### config.mk
export PLATFORM = sky130hd
export DESIGN_NAME = cmc_frame_crc
export DESIGN_NICKNAME = d
export VERILOG_FILES = /design/src/design/cmc_pkg.sv /design/src/design/cmc_frame_crc.sv
export SDC_FILE = /design/constraint.sdc
export NUM_CORES = 1
export LEC_CHECK = 0
export BUFFER_PORTS_ARGS = -buffer_cell sky130_fd_sc_hd__buf_2
export CORE_MARGIN = 4
export CORE_UTILIZATION = 54
export DETAILED_ROUTE_END_ITERATION = 10
export GPL_ROUTABILITY_DRIVEN = 1
export PLACE_DENSITY = 0.87
export SETUP_SLACK_MARGIN = 0.05
export SLEW_MARGIN = 20
export SYNTH_ARGS = -nofsm -noshare
export SYNTH_HDL_FRONTEND = slang
export SYNTH_SLANG_ARGS = --single-unit
### constraint.sdc
create_clock -name clk_in -period 3.7 [get_ports clk_in]
set_input_delay 0.555 -clock clk_in [delete_from_list [all_inputs] [get_ports clk_in]]
set_output_delay 0.555 -clock clk_in [all_outputs]
set_load 0.005 [all_outputs]
### src/design/cmc_pkg.sv
// constants and types shared by the configuration memory crc checker
package cmc_pkg;
  // clock rates in kHz; the check rate is derived from the core clock
  localparam int unsigned CMC_CLK_KHZ = 200000;
  localparam int unsigned CMC_OSC_KHZ = 80000;
  localparam int unsigned CMC_MIN_KHZ_X10 = 3125;
  localparam logic [18:0] CMC_ACC_STEP = 19'(CMC_OSC_KHZ);
  localparam logic [18:0] CMC_ACC_WRAP = 19'(CMC_CLK_KHZ);
  localparam logic [3:0] CMC_DIV_EXP_MAX = 4'h8;
  // configuration memory shape
  localparam int CMC_AW = 6;
  localparam int CMC_DEPTH = 64;
  localparam int CMC_DW = 32;
  localparam logic [CMC_AW-1:0] CMC_LAST_ADDR = 6'h3f;
  // crc generators and seeds
  localparam logic [31:0] CMC_CRC32_POLY = 32'h04c11db7;
  localparam logic [31:0] CMC_CRC32_INIT = 32'hffffffff;
  localparam logic [15:0] CMC_CRC16_POLY = 16'h8005;
  localparam logic [15:0] CMC_CRC16_INIT = 16'hffff;
  // reset values
  localparam logic [31:0] CMC_SIG_RST = 32'h00000000;
  localparam logic [31:0] CMC_STORE_RST = 32'h00000000;
  // test port instruction that opens the storage register scan chain
  localparam int CMC_IR_W = 10;
  localparam logic [CMC_IR_W-1:0] CMC_SCAN_INSTR = 10'h015;
  // synchronised pin vector layout
  localparam int CMC_PIN_TCK = 0;
  localparam int CMC_PIN_TDI = 1;
  localparam int CMC_PIN_SHIFT = 2;
  localparam int CMC_PIN_IR = 3;
  localparam int CMC_PIN_W = 13;
  typedef enum logic [1:0] {
    CMC_IDLE,
    CMC_ISSUE,
    CMC_FOLD,
    CMC_FINISH
  } cmc_state_t;
endpackage

### src/design/cmc_frame_crc.sv
// per-frame 16-bit crc check during configuration loading
`timescale 1ns/1ps
`default_nettype none
module cmc_frame_crc (
  input wire logic clk_in,
  input wire logic nrst_in,
  input wire logic word_valid_in,
  input wire logic [31:0] word_in,
  input wire logic frame_end_in,
  input wire logic [15:0] frame_crc_in,
  output logic mismatch_out
);
  logic [15:0] crc_q;
  logic [15:0] crc_d;
  logic mismatch_q;
  logic bad_frame;

  function automatic logic [15:0] cmc_crc16(input logic [15:0] c, input logic [31:0] d);
    logic [15:0] r;
    logic fb;
    r = c;
    for (int i = 31; i >= 0; i--) begin
      fb = r[15] ^ d[i];
      r = {r[14:0], 1'b0};
      if (fb) begin
        r = r ^ cmc_pkg::CMC_CRC16_POLY;
      end
    end
    return r;
  endfunction

  // the expected value arrives while the last word may still be folding
  assign crc_d = word_valid_in ? cmc_crc16(crc_q, word_in) : crc_q;
  assign bad_frame = frame_end_in && (crc_d != frame_crc_in);

  always_ff @(posedge clk_in or negedge nrst_in) begin
    if (!nrst_in) begin
      crc_q <= cmc_pkg::CMC_CRC16_INIT;
      mismatch_q <= 1'b0;
    end else begin
      crc_q <= frame_end_in ? cmc_pkg::CMC_CRC16_INIT : crc_d;
      mismatch_q <= bad_frame;
    end
  end

  assign mismatch_out = mismatch_q;

  a_frame_flag: assert property (@(posedge clk_in) disable iff (!nrst_in)
    frame_end_in && (crc_d != frame_crc_in) |=> mismatch_out)
    else $error("frame crc mismatch not flagged");
endmodule
`default_nettype wire

[Yosys cells after proc, flatten, opt, wreduce, memory -nomap -nowiden]
Cells that the tools add are included.
Operators by class
  reduce and logical (&&, ||, !) cells: 1
  multiplexer cells: 34
  bitwise logic cells: 64
  equal/unequal tests: 1
Operators by type and width (number)
  16-bit 2-to-1 mux: 34
  3-bit inverter: 32
  1-bit bitwise XOR: 32
  16-bit != test: 1
  1-bit logical AND: 1
Word-level totals
  input port bits: 52
  register bits after elaboration: 17
  logic and storage cells: 102

[Depth between registers and ports, before layout]
  word-level depth: 67
  gate-level depth with buffers: 11
  gate-level depth less buffers: 9

[Least setup slack after synthesis]
OpenSTA, ideal clock, no wires.
  path type: reg2reg
  start: register crc_q[12]
  end: register mismatch_q, in the netlist mismatch_out
  setup slack: 0.495 ns
  setup time: 0.129 ns
  buffers on the path: 1
  required time: 3.571 ns
  cell stages (with the launch flop): 11
  clock period less this slack: 3.205 ns
  data arrival time: 3.076 ns
  path through: dfstp_2 > buf_4 > xnor3_1 > xnor2_2 > xnor2_1 > xnor3_2 > xnor2_2 > mux2i_1 > nor2_1 > o41a_1 > o41a_1
Between the ends
  longest elaborated chain between the ends: 65
  elaborated cells between the ends (all ways): 92
  those cells by class: 1 x eq/ne; 33 x mux; 57 x bitwise; 1 x reduce/logical
RTL lines
  start, declared: line cmc_frame_crc.sv:13  | logic [15:0] crc_q;
  start signal, assigned: line cmc_frame_crc.sv:38  | crc_q <= cmc_pkg::CMC_CRC16_INIT;
  start signal, assigned: line cmc_frame_crc.sv:41  | crc_q <= frame_end_in ? cmc_pkg::CMC_CRC16_INIT : crc_d;
  16-bit 2-to-1 mux (2 in a row): line cmc_frame_crc.sv:25  | if (fb) begin
  3-bit inverter (no line)
  16-bit 2-to-1 mux: line cmc_frame_crc.sv:25
  1-bit bitwise XOR: line cmc_frame_crc.sv:23  | fb = r[15] ^ d[i];
  16-bit 2-to-1 mux: line cmc_frame_crc.sv:25
  1-bit bitwise XOR: line cmc_frame_crc.sv:23
  16-bit 2-to-1 mux: line cmc_frame_crc.sv:25
  1-bit bitwise XOR: line cmc_frame_crc.sv:23
  [... 49 more ...]
  1-bit bitwise XOR: line cmc_frame_crc.sv:23
  16-bit 2-to-1 mux: line cmc_frame_crc.sv:25
  1-bit bitwise XOR: line cmc_frame_crc.sv:23
  16-bit 2-to-1 mux: line cmc_frame_crc.sv:25
  16-bit 2-to-1 mux *: line cmc_frame_crc.sv:33  | assign crc_d = word_valid_in ? cmc_crc16(crc_q, word_in) : crc_q;
  16-bit != test *: line cmc_frame_crc.sv:34  | assign bad_frame = frame_end_in && (crc_d != frame_crc_in);
  1-bit logical AND *: line cmc_frame_crc.sv:34
  via bad_frame: line cmc_frame_crc.sv:16  | logic bad_frame;
  end signal, assigned: line cmc_frame_crc.sv:42  | mismatch_q <= bad_frame;
  end, declared: line cmc_frame_crc.sv:15  | logic mismatch_q;
The timed path passes the listed nets; every way through them passes the cells marked *.

[Worst setup path in the final report]
Ends and elaborated chain as after synthesis.

==> metrics.yaml <==
outcome: "complete, no violations"
initial_utilization: 0.558
syn_avg_cell_area_um2: 9.13
io_pins: 53
power_density_nw_per_um2: 941
critPathBufInv: 0
cp_cell_sequence: "xnor3_1, xnor2_2, xnor2_1, xnor3_2, xnor2_2, mux2i_1, nor2_1, o41a_1, o41a_1"
post_cts_buffers: 0
first_pass_iters: 4
synth_top_area_frac: 0.266
peakVddDrop_v: 0.00104
vias_per_cell: 5.40
antenna_found_initial: 0
grt_pass1_vias: 1714
clk_latency_ns: 0.26
relSlewSlack: 0.521
start_kind: "flip-flop"
place_area_um2: 2350
setup_violations: 0
hp-class: "input port to asynchronous set/reset pin"
syn_to_final_growth_pct: 17.0
seq_area_um2: 445
grt_max_degree: 23
synth_top_area_cell: "xnor2_1"
skew_ns: 0.00276
pre_cts_ws_ns: 0.198
synth_ff_type: "dfstp_2"
netSwitchingFraction: 0.449
yosysWarnings: 0
cp_top_family: "XOR/XNOR gates"
critPathArrivalTime_ns: 3.59
power_w: 0.00225
worst-setup-path-type: "flip-flop to flip-flop"
wl_met3_um: 366
cpPeakStageDelay_ns: 0.60
track_usage: 0.207
gp_congestion: 0.940
combinationalPowerShare: 0.793
dr.max_layer_used: "met4"
final_area_um2: 2390
drv_cap: 0
clock_sinks: 17
fin_ws_ns: 0.259
cts_buffer_depth: 2
post_synth_most_frequent_cells: "xnor2_1 (62), nor2_1 (26), xor2_1 (26)"
drt-initial-drc-count: 106
fp.dieW_um: 69.5
ys_top_cells_by_area: "xnor2_1 (27%), dfstp_2 (21%), xor2_1 (11%), xnor3_1 (5.5%), nor2_1 (4.8%)"
cts_buffers: 3
max_freq_mhz: 291
clockPowerShare: 0.066
hpwl_um: 3970
post_drt_wl_per_cell_um: 15.1
synth_area_um2: 2040
seqPwrFrac: 0.142
routed_wl_um: 4880
grt_pass1_wl_um: 8090
leakage_nw: 0.996
via_count: 1740
nNetsFinal: 327
rsz0062_at_grt: "false"
synth-edff-count: 0
setup_tns_ns: 0
io_buffers: 52
hold_violations: 0
die_y_um: 69.5
synthArstFlopShare: 1.00
ys_seq_area_frac: 0.218
ant_nets: 0
synth_nets: 276
dr_wl_met2_um: 2380
cts_tree: "built"
tightest_slew_ns: 0.718
grt_overflow: 0
clk_pin_slew_ns: 0.07
ys_types: 38
fin_crit_sh: 0.930
htreeDepth: 1
syn_inst: 224
end_kind: "flip-flop"
nFillCells: 297
slowest_stage: "dfstp_2"
p_sw_w: 0.00101
hold_buffers: 0
synth-seq-cells: 17
cts_root_buffer: "clkbuf_8"
drc_errors: 0
min_period_ns: 3.44
rows: 22
cp.required_ns: 3.85
dieArea_um2: 4830
yosys.cell_count.top_type: "xnor2_1"
internal_power_w: 0.00124
multi_input_comb_area_um2: 1550
fp.coreArea_um2: 3660
maxSlewViolCount: 0
drive_gt1_frac: 0.307
diodes: 0
cts_resized: 0
m1WireLength_um: 2050
path_max_fanout: 8
[registers in the layout, summed over array words and instances, names as in the netlist]
signal	count
crc_q	16
mismatch_out	1
[cells in the final DEF (no fill, tap or decap), drive strengths merged, types with 6 or more instances in the layout]
| cell type | netlist | routed |
|---|---|---|
| xnor2 | 67 | 67 |
| buf | 2 | 54 |
| xor2 | 27 | 27 |
| nor2 | 26 | 26 |
| a21oi | 11 | 11 |
| a211o | 6 | 6 |
| xnor3 | 6 | 6 |
| dfstp | 16 | 16 |
[metal layers]
layer	up-vias	track usage
met1	804	0.274
met3	12	0.0377
met5	-	0
li1	849	-
met2	75	0.353
met4	0	0.0412
[final timing paths]
check	start	endpoint	slack, ns	depth (start not counted)
hold reg to reg	crc_q[6]	crc_q[6]	0.55	2
max in group asynchronous	nrst_in	crc_q[13]	3.17	1
setup / recovery	crc_q[12]	mismatch_out	0.26	9
setup reg to reg	crc_q[12]	mismatch_out	0.26	9
min in group clk_in	crc_q[6]	crc_q[6]	0.55	2
hold / removal	nrst_in	mismatch_out	0.21	1
[cell families after synthesis]
group                  share of synthesized area
XOR/XNOR                                   0.491
multiplexers                              0.0147
flip-flops                                 0.218
AND/OR/NAND/NOR                            0.125
AO/OA/AOI/OAI                              0.125
buffers and inverters                     0.0257
[area by class of cell]
class                      instances  share of cell area
sequential                        17               0.186
tap                               48              0.0251
inverter                           5             0.00785
multi-input combinational        194               0.646
clock inverter                     1             0.00209
timing repair buffer              54               0.115
clock buffer                       3              0.0173
[power by group through the flow]
stage          Combinational, W  Sequential (W)  Clock [W]
2_1_floorplan           0.00148        0.000306          0
3_3_place_gp            0.00172        0.000319          0
3_5_place_dp            0.00177        0.000322          0
4_1_cts                 0.00178        0.000319   0.000149
5_1_grt                 0.00194        0.000326   0.000157
6_report                0.00178        0.000319   0.000148
[stage by stage]
stage	cells	utilization	hold WS [ns]
final	322	0.653	0.214
after floorplan	224	-	0.259
after detailed placement	318	0.641	0.506
after CTS	322	0.653	0.226
after global routing	322	0.653	0.230
after global placement	318	0.641	0.506
Power figures use the tool's default switching activity.
